[config.mk]
export PLATFORM = sky130hd
export DESIGN_NAME = pscc_top
export DESIGN_NICKNAME = d
export VERILOG_FILES = /design/src/hw/pscc_pkg.sv /design/src/hw/pscc_top.sv
export SDC_FILE = /design/constraint.sdc
export NUM_CORES = 1
export LEC_CHECK = 0
export BUFFER_PORTS_ARGS = -buffer_cell sky130_fd_sc_hd__buf_2
export CAP_MARGIN = 30
export CORE_AREA = 4 4 76 78
export DETAILED_ROUTE_END_ITERATION = 12
export DIE_AREA = 0 0 80 82
export GPL_TIMING_DRIVEN = 0
export PLACE_DENSITY = 0.78
export REMOVE_ABC_BUFFERS = 1
export SLEW_MARGIN = 10
export SYNTH_ARGS = -nofsm -noshare
export SYNTH_HDL_FRONTEND = slang
export SYNTH_SLANG_ARGS = --single-unit
[constraint.sdc]
create_clock -name clk_i -period 1.8 [get_ports clk_i]
set_input_delay 0.18 -clock clk_i [delete_from_list [all_inputs] [get_ports clk_i]]
set_output_delay 0.18 -clock clk_i [all_outputs]
set_load 0.05 [all_outputs]
[src/hw/pscc_pkg.sv]
package pscc_pkg;
	// ==========================================
	// geometry
	localparam int NCH = 4;
	localparam logic [3:0] ADDR_W = 4'h4;
	// ==========================================
	// register byte addresses (word index in adr[3:2])
	localparam logic [3:0] CHAN_OFS = 4'h0;
	localparam logic [3:0] SYS_OFS = 4'h4;
	localparam logic [3:0] RDSEL_OFS = 4'h8;
	// ==========================================
	// channel register fields
	localparam int CH_ADDR_LSB = 24;
	localparam int MEAS_HI_BIT = 14;
	localparam int MEAS_LO_BIT = 13;
	localparam int FIN_BIT = 12;
	localparam int SF_BIT = 11;
	localparam int SS_BIT = 10;
	localparam int CLAMP_BIT = 9;
	localparam int CMPOE_BIT = 8;
	// system control fields
	localparam int BIAS_BIT = 13;
	// ==========================================
	// measure routing codes and reset values
	localparam logic [1:0] MEAS_ISENSE = 2'h0;
	localparam logic [1:0] MEAS_VSENSE = 2'h1;
	localparam logic [1:0] MEAS_TEMP = 2'h2;
	localparam logic [1:0] MEAS_HIZ = 2'h3;
	localparam logic [1:0] MEAS_RST = 2'h3;
	localparam logic [1:0] RDSEL_RST = 2'h0;
	// ==========================================
	// bus answer state
	typedef enum logic [1:0] {
		PSCC_IDLE = 2'b01,
		PSCC_ACK = 2'b10
	} pscc_bus_t;
endpackage : pscc_pkg

[src/hw/pscc_top.sv]
`timescale 1ns/100ps
`default_nettype none
module pscc_top
(
	// clock and reset
	input wire logic clk_i,
	input wire logic rst_i,
	// wishbone slave
	input wire logic wb_cyc_i,
	input wire logic wb_stb_i,
	input wire logic wb_we_i,
	input wire logic [3:0] wb_adr_i,
	input wire logic [3:0] wb_sel_i,
	input wire logic [31:0] wb_dat_i,
	output logic [31:0] wb_dat_o,
	output logic wb_ack_o,
	// per-channel switch controls
	output logic [3:0] measure_select_hi_o,
	output logic [3:0] measure_select_lo_o,
	output logic [3:0] measure_output_switch_open_o,
	output logic [3:0] force_input_select_o,
	output logic [3:0] system_force_connect_o,
	output logic [3:0] system_sense_connect_o,
	output logic [3:0] clamp_enable_o,
	output logic [3:0] comparator_output_enable_o,
	// global
	output logic comparator_bias_enable_o
);
	// ==========================================
	// bus slave
	pscc_pkg::pscc_bus_t bus_reg;
	logic req;
	logic wr_chan;
	logic wr_sys;
	logic wr_rdsel;
	logic [3:0] chan_mask;
	logic [1:0] rdsel_reg;
	logic [31:0] rdata_next;

	assign req = wb_cyc_i && wb_stb_i && (bus_reg == pscc_pkg::PSCC_IDLE);
	assign wr_chan = req && wb_we_i && wb_sel_i[1] && (wb_adr_i == pscc_pkg::CHAN_OFS);
	assign wr_sys = req && wb_we_i && wb_sel_i[1] && (wb_adr_i == pscc_pkg::SYS_OFS);
	assign wr_rdsel = req && wb_we_i && wb_sel_i[0] && (wb_adr_i == pscc_pkg::RDSEL_OFS);
	// channel address
	// without lane 3 no channel is addressed, so the write changes nothing
	assign chan_mask = wb_sel_i[3] ? wb_dat_i[pscc_pkg::CH_ADDR_LSB +: 4] : 4'h0;
	assign wb_ack_o = (bus_reg == pscc_pkg::PSCC_ACK);

	always_ff @(posedge clk_i)
	begin
		if (rst_i)
			bus_reg <= pscc_pkg::PSCC_IDLE;
		else
		begin
			case (bus_reg)
				pscc_pkg::PSCC_IDLE:
					if (wb_cyc_i && wb_stb_i)
						bus_reg <= pscc_pkg::PSCC_ACK;
				pscc_pkg::PSCC_ACK:
					bus_reg <= pscc_pkg::PSCC_IDLE;
				default:
					bus_reg <= pscc_pkg::PSCC_IDLE;
			endcase
		end
	end

	always_ff @(posedge clk_i)
	begin
		if (rst_i)
			rdsel_reg <= pscc_pkg::RDSEL_RST;
		else if (wr_rdsel)
			rdsel_reg <= wb_dat_i[1:0];
	end

	// ==========================================
	// channel state
	logic [3:0] mhi_reg;
	logic [3:0] mlo_reg;
	logic [3:0] fin_reg;
	logic [3:0] sf_reg;
	logic [3:0] ss_reg;
	logic [3:0] clamp_reg;
	logic [3:0] cmpoe_reg;
	logic [3:0] hiz_reg;
	logic bias_reg;

	genvar g;
	generate
		for (g = 0; g < pscc_pkg::NCH; g++)
		begin : g_ch
			always_ff @(posedge clk_i)
			begin
				if (rst_i)
				begin
					mhi_reg[g] <= pscc_pkg::MEAS_RST[1];
					mlo_reg[g] <= pscc_pkg::MEAS_RST[0];
					hiz_reg[g] <= 1'b1;
					fin_reg[g] <= 1'b0;
					sf_reg[g] <= 1'b0;
					ss_reg[g] <= 1'b0;
				end
				else if (wr_chan && chan_mask[g])
				begin
					mhi_reg[g] <= wb_dat_i[pscc_pkg::MEAS_HI_BIT];
					mlo_reg[g] <= wb_dat_i[pscc_pkg::MEAS_LO_BIT];
					hiz_reg[g] <= wb_dat_i[pscc_pkg::MEAS_HI_BIT] && wb_dat_i[pscc_pkg::MEAS_LO_BIT];
					fin_reg[g] <= wb_dat_i[pscc_pkg::FIN_BIT];
					sf_reg[g] <= wb_dat_i[pscc_pkg::SF_BIT];
					ss_reg[g] <= wb_dat_i[pscc_pkg::SS_BIT];
				end
			end

			// shared state
			// system control writes reach every channel; later write wins
			always_ff @(posedge clk_i)
			begin
				if (rst_i)
				begin
					clamp_reg[g] <= 1'b0;
					cmpoe_reg[g] <= 1'b0;
				end
				else if (wr_sys || (wr_chan && chan_mask[g]))
				begin
					clamp_reg[g] <= wb_dat_i[pscc_pkg::CLAMP_BIT];
					cmpoe_reg[g] <= wb_dat_i[pscc_pkg::CMPOE_BIT];
				end
			end
		end
	endgenerate

	// bias enable kept
	// bias is only stored; software must set it before comparators work
	always_ff @(posedge clk_i)
	begin
		if (rst_i)
			bias_reg <= 1'b0;
		else if (wr_sys)
			bias_reg <= wb_dat_i[pscc_pkg::BIAS_BIT];
	end

	// ==========================================
	// read back
	// shared read-back
	always_comb
	begin
		rdata_next = 32'h0000_0000;
		case (wb_adr_i)
			pscc_pkg::CHAN_OFS:
			begin
				rdata_next[pscc_pkg::MEAS_HI_BIT] = mhi_reg[rdsel_reg];
				rdata_next[pscc_pkg::MEAS_LO_BIT] = mlo_reg[rdsel_reg];
				rdata_next[pscc_pkg::FIN_BIT] = fin_reg[rdsel_reg];
				rdata_next[pscc_pkg::SF_BIT] = sf_reg[rdsel_reg];
				rdata_next[pscc_pkg::SS_BIT] = ss_reg[rdsel_reg];
				rdata_next[pscc_pkg::CLAMP_BIT] = clamp_reg[rdsel_reg];
				rdata_next[pscc_pkg::CMPOE_BIT] = cmpoe_reg[rdsel_reg];
			end
			pscc_pkg::SYS_OFS:
			begin
				rdata_next[pscc_pkg::BIAS_BIT] = bias_reg;
				rdata_next[pscc_pkg::CLAMP_BIT] = clamp_reg[rdsel_reg];
				rdata_next[pscc_pkg::CMPOE_BIT] = cmpoe_reg[rdsel_reg];
			end
			pscc_pkg::RDSEL_OFS:
				rdata_next[1:0] = rdsel_reg;
			default:
				rdata_next = 32'h0000_0000;
		endcase
	end

	always_ff @(posedge clk_i)
	begin
		if (rst_i)
			wb_dat_o <= 32'h0000_0000;
		else if (req)
			wb_dat_o <= rdata_next;
	end

	assign measure_select_hi_o = mhi_reg;
	assign measure_select_lo_o = mlo_reg;
	assign measure_output_switch_open_o = hiz_reg;
	assign force_input_select_o = fin_reg;
	assign system_force_connect_o = sf_reg;
	assign system_sense_connect_o = ss_reg;
	assign clamp_enable_o = clamp_reg;
	assign comparator_output_enable_o = cmpoe_reg;
	assign comparator_bias_enable_o = bias_reg;
endmodule : pscc_top
`default_nettype wire

Word-level counts from Yosys, hierarchy flattened
Index checks and enable logic that the tools add are counted.

storage, ports and cells
  logic and storage cells = 82
  register bits after elaboration = 46
  output and inout bits = 66

operators by class
  reductions and logical operators = 20
  equality and inequality tests = 4
  order comparisons = 1
  multiplexer cells = 20
  bitwise gates (word level) = 1

operator list
  kind                                                        number
  binary-select mux 1 bit (select 2 bit)                      7
  logical AND 1 bit                                           13
  2-to-1 mux 1 bit                                            8
  == test 4 x 3 -> 1 bit, second input constant               1
  == test 4 bit, second input constant                        1
  logical NOT 4 bit                                           1
  logical OR 1 bit                                            4
  2-to-1 mux 2 bit                                            2
  2-to-1 mux 4 bit                                            1
  OR reduction 2 bit                                          2
  less-than comparator 2 x 3 -> 1 bit, second input constant  1
  2-to-1 mux 3 bit                                            1
  == test 2 x 1 -> 1 bit, second input constant               1
  == test 2 bit, second input constant                        1
  one-hot mux 1 bit (2 select lines)                          1
  NOT 1 bit                                                   1

Longest topological paths before layout
Gate-level depths: netlist of the first run.

  depth after elaboration = 7
  mapped depth = 5
  gate-level depth less buffers = 3

Worst setup path after synthesis of the first run
No wires, ideal clock.

  kind = register to register
  start = reg mlo_reg[1], in the netlist measure_select_lo_o[1]
  end = reg wb_dat_o[13]
  data required time = 1.705 ns
  cell stages (with the launch flop) = 4
  path slack = 0.470 ns
  path buffers = 0
  setup time = 0.095 ns
  clock period less this slack = 1.330 ns
  arrival = 1.234 ns
  cell sequence = dfxtp_1 mux4_2 mux2i_1 a221oi_1

on the way
  word-level cells in the longest chain between the ends = 3

RTL lines
  what                                    line             RTL
  start, declared                         pscc_top.sv:78   logic [3:0] mlo_reg;
  start signal, assigned by index         pscc_top.sv:96   mlo_reg[g] <= pscc_pkg::MEAS_RST[0];
  start signal, assigned by index         pscc_top.sv:105  mlo_reg[g] <= wb_dat_i[pscc_pkg::MEAS_LO_BIT];
  binary-select mux 1 bit (select 2 bit)  pscc_top.sv:151  rdata_next[pscc_pkg::MEAS_LO_BIT] = mlo_reg[rdsel_reg];
  2-to-1 mux 1 bit (not written as such)  pscc_top.sv:151
  one-hot mux 1 bit (2 select lines)      pscc_top.sv:147  case (wb_adr_i)
  end signal, assigned                    pscc_top.sv:176  wb_dat_o <= rdata_next;
  end, declared                           pscc_top.sv:15   output logic [31:0] wb_dat_o,

Every way passes these cells. The select of a mux whose other input is x is not followed.
A chain may end at the register's enable or synchronous reset.

Worst setup path in the final report of the first run
  start = reg bus_reg[0]
  end = reg mhi_reg[1], in the netlist measure_select_hi_o[1]

on the way
  word-level cells in the longest chain between the ends = 6

RTL lines
  what                             line             RTL
  start, declared                  pscc_top.sv:31   pscc_pkg::pscc_bus_t bus_reg;
  start signal, assigned           pscc_top.sv:52   bus_reg <= pscc_pkg::PSCC_IDLE;
  start signal, assigned           pscc_top.sv:58   bus_reg <= pscc_pkg::PSCC_ACK;
  start signal, assigned           pscc_top.sv:60   bus_reg <= pscc_pkg::PSCC_IDLE;
  == test 2 x 1 -> 1 bit           pscc_top.sv:40   assign req = wb_cyc_i && wb_stb_i && (bus_reg == pscc_pkg::PSCC_IDLE);
  logical AND 1 bit                pscc_top.sv:40
  logical AND 1 bit (3 in series)  pscc_top.sv:41   assign wr_chan = req && wb_we_i && wb_sel_i[1] && (wb_adr_i == pscc_pkg::CHAN_OFS);
  logical AND 1 bit                pscc_top.sv:102  else if (wr_chan && chan_mask[g])
  end signal, assigned by index    pscc_top.sv:95   mhi_reg[g] <= pscc_pkg::MEAS_RST[1];
  end signal, assigned by index    pscc_top.sv:104  mhi_reg[g] <= wb_dat_i[pscc_pkg::MEAS_HI_BIT];
  end, declared                    pscc_top.sv:77   logic [3:0] mhi_reg;

Every way passes these cells.

==> flow_summary.yaml, run 1 <==
setup_path:
  cp_num_buf_inv: 0
  end_kind: "flop"
  r2r-start: "bus_reg[0]"
  critPathMaxFanout: 19
  crit_chain: "and4b_2 > nand4_2 > mux2i_1"
  startpoint_type: "flop"
  rr_endpoint: "measure_select_hi_o[1]"
  path_class: "reg2reg"
  max_stage_delay_ns: 0.48
  worst_ep_required_time_ns: 1.97
  cp_slowest_cell: "and4b_2"
  cp_top_family: "simple AND/OR/NAND/NOR gates"
  worstPathArrival_ns: 1.76
  worst-r2r-cell-count: 3
  r2r_slack_ns: 0.21
timing:
  layout_setup_ws_ns: 0.213
  timing.final.crit_share_pct: 88.2
  rsz0062_at_grt: "false"
  hold_violations: 0
  maxSlewHeadroom_pct: 48.1
  max_slew.worst_pin.slew_ns: 0.778
  clock_skew_ns: 0.0121
  setup_viol: 0
  min_period_ns: 1.59
  timing.fmax_ghz: 0.630
  final_max_slew_viol_count: 0
min_path:
  min_to: "rdsel_reg[1]"
  holdPathStages: 3
  hold_start: "wb_dat_i[1]"
  min_path_type: "in2reg"
power:
  powerDensity_nw_per_um2: 811
  leakage_nw: 1.30
  peakVddDrop_uv: 456
clock_network:
  numCtsBuffers: 5
  cts_tree: "done"
  clock_latency_ns: 0.30
  clock-sinks: 46
  cts_hold_buf: 0
  ctsHtreeMaxLevel: 2
  cts.clk_slew.worst_paths_ns: 0.08
  clockBufferDepth: 2
  root_buffer: "clkbuf_8"
global_route:
  antenna_found_initial: 0
  grt_usage_pct: 15.9
  grt_max_degree: 53
  grt_pass1_wl_mm: 8.02
  overflow: 0
  grt_pass1_vias: 1647
synthesis:
  synthCells: 222
  netlist.area_leader.share_pct: 39.9
  avgSynthCellArea_um2: 10.4
  yosysSeqAreaShare_pct: 39.9
  ys_ff_latch: 46
  synth_area_um2: 2310
  synthArstFlopShare_pct: 0
  yosysTopAreaCell: "dfxtp_1"
  synth_edf_count: 0
  synth_area_leaders: "dfxtp_1 40%, mux2i_1 15%, buf_4 8.5%"
  synth_warnings: 0
  ys_types: 33
  synth_flop_cell: "dfxtp_1"
route:
  first_pass_iters: 4
  via_count: 1731
  drt_wl_total_mm: 5.06
  drt_iter0_drc: 56
  via_per_inst: 4.89
  post_drt_wl_per_cell_um: 14.3
  ant_nets: 0
  drc_errors: 0
final_layout:
  largest_reg_flops: 9
  nNetsFinal: 328
  area_growth_syn_to_layout_pct: 17.2
  final_cells: 354
  antennaDiodeCount: 0
  drive_gt1_share_pct: 32.4
  top_register: "wb_dat_o"
floorplanning:
  core_area_um2: 5070
  die_w_um: 80
  io_pins: 111
  initial_core_util_pct: 45.5
  die_area_um2: 6560
  rows: 26
  die_h_um: 82
placement:
  place_ws_ns: -0.0360
  dp.final_hpwl_mm: 3.74
  dp_cells: 346
  gp_congestion: 0.805
  io_buffers: 67
run_status:
  status: "finished, final reports clean"
job:
  maxCapViolations: 0
==> layout make-up <==
cell class	count	area, µm²
clock buffers	6	82.6
multi-input cells	158	1200
clock inverters	2	60.1
repair buffers	67	335
well taps	70	87.6
fillers	494	2370
flip-flops and latches	46	922
inverters	5	18.8
==> cell families (layout without fill, tap and decap cells) <==
logic type | Yosys count | count (layout) | share of synthesized area (%)
muxes | 41 | 41 | 21.6
and+or+nand+nor | 76 | 76 | 20.9
AOI/OAI and AO/OA | 18 | 18 | 5.69
other | 1 | 23 | 0.162
DFF | 46 | 46 | 39.9
buffers and inverters | 40 | 80 | 11.8
==> worst max path at each step <==
stage	start	to	slack (ns)	cells after the start
2_1_floorplan	bus_reg[1]	force_input_select_o[0]	0.32	3
3_3_place_gp	bus_reg[1]	measure_output_switch_open_o[3]	-0.007	3
3_5_place_dp	bus_reg[1]	measure_select_hi_o[1]	-0.04	3
4_1_cts	rdsel_reg[0]	wb_dat_o[13]	0.03	3
5_1_grt	bus_reg[0]	measure_output_switch_open_o[3]	0.10	3
6_report	bus_reg[0]	measure_select_hi_o[1]	0.21	3
==> cells in the final DEF (no fill, tap or decap), types with 4 or more instances in the layout <==
master	synthesis	final
a21oi_1	7	7
and2_1	5	5
buf_2	1	67
clkbuf_8	0	6
conb_1	1	23
dfxtp_1	46	45
inv_1	5	5
mux2i_1	34	34
mux4_2	7	7
nand2_1	6	6
nand2b_1	27	27
nor2_1	18	18
o2bb2ai_1	4	4
==> metrics by stage <==
stage	area [µm²]	power [mW]	hold WS [ns]	setup TNS, ns	utilization, %
floorplan	2140	1.21	0.249	0	-
global placement	2560	1.27	0.437	-0.0226	50.5
detailed placement	2560	1.28	0.444	-0.255	50.5
CTS	2710	2.21	0.127	0	53.3
global route	2710	2.27	0.133	0	53.3
finish	2710	2.19	0.135	0	53.3
==> layer usage <==
| layer | global-route usage, % | wire length [µm] | up-vias |
|---|---|---|---|
| met2 | 25.0 | 2320 | 64 |
| met5 | 0 | 0 | - |
| met4 | 5.07 | 73 | 0 |
| li1 | - | - | 850 |
| met1 | 21.1 | 2320 | 809 |
| met3 | 4.50 | 342 | 8 |
==> synthesized netlist by cell type, drive strengths merged, types with 2 or more instances <==
cell     instances
dfxtp           46
mux2i           34
buf             30
nand2b          27
nor2            18
a21oi            7
mux4             7
nand2            6
nand4            6
and2             5
clkbuf           5
inv              5
o2bb2ai          4
nand3            3
nand4b           3
o2111ai          3
o31ai            2
==> power by group <==
group / internal, mW / leakage (nW) / switching, mW
Combinational: 0.0483 / 0.852 / 0.183
Sequential: 1.02 / 0.372 / 0.00250
Clock: 0.592 / 0.0714 / 0.349
Total: 1.66 / 1.30 / 0.534
==> tightest hold or removal path, cell delays in order <==
cell	delay, ns
buf_2	0.10
nand4_1	0.05
a21oi_1	0.06
==> repair_timing <==
| item | CTS | global route |
|---|---|---|
| resized for setup | 1 | 1 |
| endpoints found under the hold margin | 0 | 0 |
| setup endpoints to repair | 18 | 1 |
| gates cloned | 0 | 0 |
| buffers inserted | 0 | 0 |
(Power assumes the default switching activity.)
==> run 2, diff against run 1 <==
--- a/config.mk
+++ b/config.mk
@@ -7,11 +7,13 @@
 export LEC_CHECK = 0
 export BUFFER_PORTS_ARGS = -buffer_cell sky130_fd_sc_hd__buf_2
 export CAP_MARGIN = 30
-export CORE_AREA = 4 4 76 78
+export CELL_PAD_IN_SITES_DETAIL_PLACEMENT = 0
+export CELL_PAD_IN_SITES_GLOBAL_PLACEMENT = 1
+export CORE_AREA = 4 4 88 90
 export DETAILED_ROUTE_END_ITERATION = 12
-export DIE_AREA = 0 0 80 82
+export DIE_AREA = 0 0 92 94
 export GPL_TIMING_DRIVEN = 0
-export PLACE_DENSITY = 0.78
+export PLACE_DENSITY_LB_ADDON = 0.1
 export REMOVE_ABC_BUFFERS = 1
 export SLEW_MARGIN = 10
 export SYNTH_ARGS = -nofsm -noshare
==> flow_summary.yaml, run 2 (synthesis gave the netlist of run 1 again) <==
run_status:
  status: "finished, final reports clean"
floorplanning:
  core_area_um2: 7060
  initial_core_util_pct: 32.7
  die_h_um: 94
  io_pins: 111
  rows: 31
  die_area_um2: 8650
  die_w_um: 92
final_layout:
  largest_reg_flops: 9
  nNetsFinal: 328
  antennaDiodeCount: 0
  nFillCells: 754
  final_util_pct: 38.2
  layout_common_cells: "67 x buf_2, 45 x dfxtp_1, 34 x mux2i_1"
  final_common_cell: "buf_2"
  final_cells: 383
  area_growth_syn_to_layout_pct: 16.7
  top_register: "wb_dat_o"
  drive_gt1_share_pct: 32.4
clock_network:
  clockBufferDepth: 2
  cts.clk_slew.worst_paths_ns: 0.09
  root_buffer: "clkbuf_8"
  ctsHtreeMaxLevel: 2
  clock-sinks: 46
  cts_tree: "done"
  clock_latency_ns: 0.31
  numCtsBuffers: 5
power:
  powerDensity_nw_per_um2: 715
  peakVddDrop_uv: 274
  leakage_nw: 1.27
job:
  maxCapViolations: 0
global_route:
  grt_pass1_vias: 1690
  grt_pass1_wl_mm: 8.80
  grt_max_degree: 53
  grt_usage_pct: 13.2
  antenna_found_initial: 0
  overflow: 0
setup_path:
  r2r-start: "bus_reg[0]"
  max_stage_delay_ns: 0.50
  rr_endpoint: "measure_output_switch_open_o[2]"
  crit_chain: "and4b_2 > nand4_2 > mux2i_1"
  crit_path_start: "bus_reg[0]"
  end_kind: "flop"
  startpoint_type: "flop"
  worstPathArrival_ns: 1.74
  cp_slowest_cell: "and4b_2"
  path_class: "reg2reg"
  worst-r2r-cell-count: 3
  r2r_slack_ns: 0.25
  worst_ep_required_time_ns: 1.98
  critPathMaxFanout: 19
route:
  drc_errors: 0
  post_drt_wl_per_cell_um: 14.8
  met1_length_mm: 2.63
  drt_iter0_drc: 62
  route.met2.wl_mm: 2.61
  first_pass_iters: 4
  via_per_inst: 4.46
  top_layer: "met4"
  drt_wl_total_mm: 5.67
  ant_nets: 0
  dr_wl_met3_um: 364
  via_count: 1707
placement:
  place_ws_ns: -0.0571
  dp.final_hpwl_mm: 4.09
  dp_cells: 375
  gp_congestion: 0.716
  io_buffers: 67
timing:
  layout_setup_ws_ns: 0.247
  rsz0062_at_grt: "false"
  timing.final.crit_share_pct: 86.3
  clock_skew_ns: 0.0134
  max_slew.worst_pin.slew_ns: 0.849
  maxSlewHeadroom_pct: 43.4
  hold_violations: 0
  setup_viol: 0
  min_period_ns: 1.55
  timing.fmax_ghz: 0.644
  final_max_slew_viol_count: 0
min_path:
  min_to: "rdsel_reg[0]"
  holdPathStages: 3
  hold_start: "wb_dat_i[0]"
  min_path_type: "in2reg"
==> run 2: cell types whose count changed in the layout (fill, tap and decap cells not counted) <==
cell        change
clkinvlp_4      +1
clkinv_2        +1
bufinv_16       -2
==> run 2: worst max path at each step <==
stage                                           end  slack, ns  depth (start not counted)
global placement    measure_output_switch_open_o[2]      -0.05                          3
detailed placement  measure_output_switch_open_o[1]      -0.06                          3
floorplan                   force_input_select_o[0]       0.32                          3
global route        measure_output_switch_open_o[3]       0.12                          3
CTS                                    wb_dat_o[13]       0.01                          3
finish              measure_output_switch_open_o[2]       0.25                          3
==> run 2: metrics by stage <==
stage / power (mW) / hold WS, ns / TNS [ns] / instance area [µm²]
final: 1.93 / 0.133 / 0 / 2700
after global routing: 2.00 / 0.125 / 0 / 2700
after CTS: 1.95 / 0.136 / 0 / 2690
after detailed placement: 1.28 / 0.445 / -0.663 / 2600
after global placement: 1.28 / 0.444 / -0.512 / 2600
after floorplan: 1.21 / 0.249 / 0 / 2140
==> run 2: what timing repair did <==
item / in CTS / in global routing
hold buffers: 0 / 0
setup endpoints to repair: 18 / 1
buffers inserted: 0 / 0
gates resized for setup: 1 / 1
==> run 2: layout make-up <==
type | instances | area [µm²] | share of cell area [%]
tap | 99 | 124 | 4.60
timing repair buffer | 67 | 335 | 12.4
clock buffer | 6 | 82.6 | 3.06
sequential | 46 | 922 | 34.2
clock inverter | 2 | 12.5 | 0.464
multi-input combinational | 158 | 1200 | 44.5
inverter | 5 | 18.8 | 0.696
==> run 2: power breakdown <==
group	internal, mW	leakage [nW]	switching, mW
Combinational	0.0483	0.852	0.186
Sequential	1.02	0.372	0.00244
Clock	0.309	0.0472	0.362
Total	1.38	1.27	0.551
==> run 2: routing by layer <==
layer  GRT usage (%)  vias to the layer above
li1                -                      858
met1            16.8                      787
met2            21.6                       57
met3            4.01                        5
met4            3.71                        0
met5               0                        -
==> run 2: worst max-delay path, delay by kind of cell, from the launching register on <==
kind,cells,cell delay [ns]
flip-flops,1,0.36
AND/OR/NAND/NOR,2,0.87
multiplexers,1,0.21
==> run 3, diff against run 2 <==
--- a/config.mk
+++ b/config.mk
@@ -9,9 +9,10 @@
 export CAP_MARGIN = 30
 export CELL_PAD_IN_SITES_DETAIL_PLACEMENT = 0
 export CELL_PAD_IN_SITES_GLOBAL_PLACEMENT = 1
-export CORE_AREA = 4 4 88 90
+export CORE_AREA = 4 4 67 115
+export CTS_BUF_LIST = sky130_fd_sc_hd__clkbuf_8
 export DETAILED_ROUTE_END_ITERATION = 12
-export DIE_AREA = 0 0 92 94
+export DIE_AREA = 0 0 71 119
 export GPL_TIMING_DRIVEN = 0
 export PLACE_DENSITY_LB_ADDON = 0.1
 export REMOVE_ABC_BUFFERS = 1
==> flow_summary.yaml, run 3 (synthesis gave the netlist of run 1 again) <==
setup_path:
  r2r_slack_ns: 0.24
  worst_ep_required_time_ns: 1.98
  worst-r2r-cell-count: 3
  critPathMaxFanout: 19
  crit_path_start: "bus_reg[0]"
  worstPathArrival_ns: 1.74
  end_kind: "flop"
  r2r-start: "bus_reg[0]"
  rr_endpoint: "measure_output_switch_open_o[3]"
  path_class: "reg2reg"
  startpoint_type: "flop"
  worstSetupEndpoint: "measure_output_switch_open_o[3]"
final_layout:
  stdcell_area_um2: 2720
  final_common_cell: "buf_2"
  nNetsFinal: 328
  area_growth_syn_to_layout_pct: 17.9
  top_register: "wb_dat_o"
  drive_gt1_share_pct: 32.4
  largest_reg_flops: 9
  layout_common_cells: "67 x buf_2, 45 x dfxtp_1, 34 x mux2i_1"
  antennaDiodeCount: 0
timing:
  timing.fmax_ghz: 0.640
  hold_violations: 0
  timing.final.crit_share_pct: 86.9
  final_max_slew_viol_count: 0
  min_period_ns: 1.56
  setup-tns-final_ns: 0
  clock_skew_ns: 0.00398
  setup_viol: 0
  maxSlewHeadroom_pct: 46.1
  rsz0062_at_grt: "false"
  layout_setup_ws_ns: 0.237
  max_slew.worst_pin.slew_ns: 0.809
clock_network:
  clockBufferDepth: 2
  clock-sinks: 46
  ctsHtreeMaxLevel: 2
  clock_latency_ns: 0.30
  numCtsBuffers: 5
  cts_tree: "done"
  cts_setup_buffers: 0
  cts.clk_slew.worst_paths_ns: 0.09
  root_buffer: "clkbuf_8"
floorplanning:
  core_area_um2: 6810
  die_area_um2: 8450
  initial_core_util_pct: 33.9
  die_h_um: 119
  io_pins: 111
  rows: 40
  die_w_um: 71
global_route:
  use_met1_pct: 16.8
  overflow: 0
  grt_pass1_wl_mm: 9.17
  use_met3_pct: 3.21
  grt_max_degree: 53
  grt_pass1_vias: 1728
  antenna_found_initial: 0
  top_usage_layer: "met2"
  grtUsageMet2_pct: 23.7
  grt_usage_pct: 13.8
min_path:
  min_path_type: "in2reg"
  hold_start: "wb_dat_i[0]"
  holdPathStages: 3
route:
  drc_errors: 0
  via_per_inst: 4.63
  post_drt_wl_per_cell_um: 15.5
  first_pass_iters: 4
  drt_iter0_drc: 52
  drt_wl_total_mm: 5.70
  via_count: 1705
  ant_nets: 0
power:
  pwr-share-comb_pct: 10.6
  leakage_nw: 1.30
  intPower_mw: 1.66
  seqPwrFrac_pct: 46.3
  switching_power_mw: 0.547
  peakVddDrop_uv: 558
  p_total_mw: 2.21
  switching_share_pct: 24.8
  p_clk_share_pct: 43.1
  powerDensity_nw_per_um2: 811
run_status:
  status: "finished, final reports clean"
placement:
  place_area_um2: 2580
  dp.final_hpwl_mm: 4.20
  io_buffers: 67
  place_ws_ns: -0.0585
  gp_congestion: 0.674
job:
  maxCapViolations: 0
==> run 3: cell types whose count changed in the layout (fill, tap and decap cells not counted), sizes merged <==
cell      delta
bufinv       +2
clkinv       -1
clkinvlp     -1
==> run 3: cell type report <==
class / count / area (µm²)
fillers: 729 / 4080
multi-input cells: 158 / 1200
flip-flops and latches: 46 / 922
repair buffers: 67 / 335
well taps: 84 / 105
clock buffers: 6 / 82.6
clock inverters: 2 / 60.1
inverters: 5 / 18.8
==> run 3: metal layers <==
metal / wire (µm) / part of all wire [%]
met1: 2280 / 40
met5: 0 / 0
met3: 313 / 5.5
met4: 87 / 1.5
met2: 3020 / 53
==> run 3: power groups by stage <==
stage | clock [mW] | sequential, mW | combinational, mW
6_report | 0.952 | 1.02 | 0.234
5_1_grt | 1.02 | 1.02 | 0.249
4_1_cts | 0.985 | 1.02 | 0.234
3_5_place_dp | 0 | 1.05 | 0.234
3_3_place_gp | 0 | 1.05 | 0.234
2_1_floorplan | 0 | 1.05 | 0.160
==> run 3: worst max-delay path, stage by stage, from the launching register on <==
cell and delay [ns]:
dfxtp_1 0.37, and4b_2 0.49, nand4_2 0.38, mux2i_1 0.21
==> run 3: worst min path at each step <==
| stage | slack (ns) | end |
|---|---|---|
| 2_1_floorplan | 0.25 | rdsel_reg[0] |
| 3_3_place_gp | 0.44 | wb_dat_o[12] |
| 3_5_place_dp | 0.45 | wb_dat_o[0] |
| 4_1_cts | 0.12 | rdsel_reg[0] |
| 5_1_grt | 0.14 | rdsel_reg[0] |
| 6_report | 0.14 | rdsel_reg[0] |
==> run 3: through the flow <==
step	hold slack, ns	cells	util (%)
floorplan	0.249	209	-
global placement	0.440	360	37.9
detailed placement	0.447	360	37.9
CTS	0.122	368	40.0
global route	0.137	368	40.0
finish	0.136	368	40.0
==> run 3: timing repair <==
action | 4_1_cts | 5_1_grt
hold buffers | 0 | 0
setup endpoints to repair | 20 | 0
resized for setup | 2 | 0
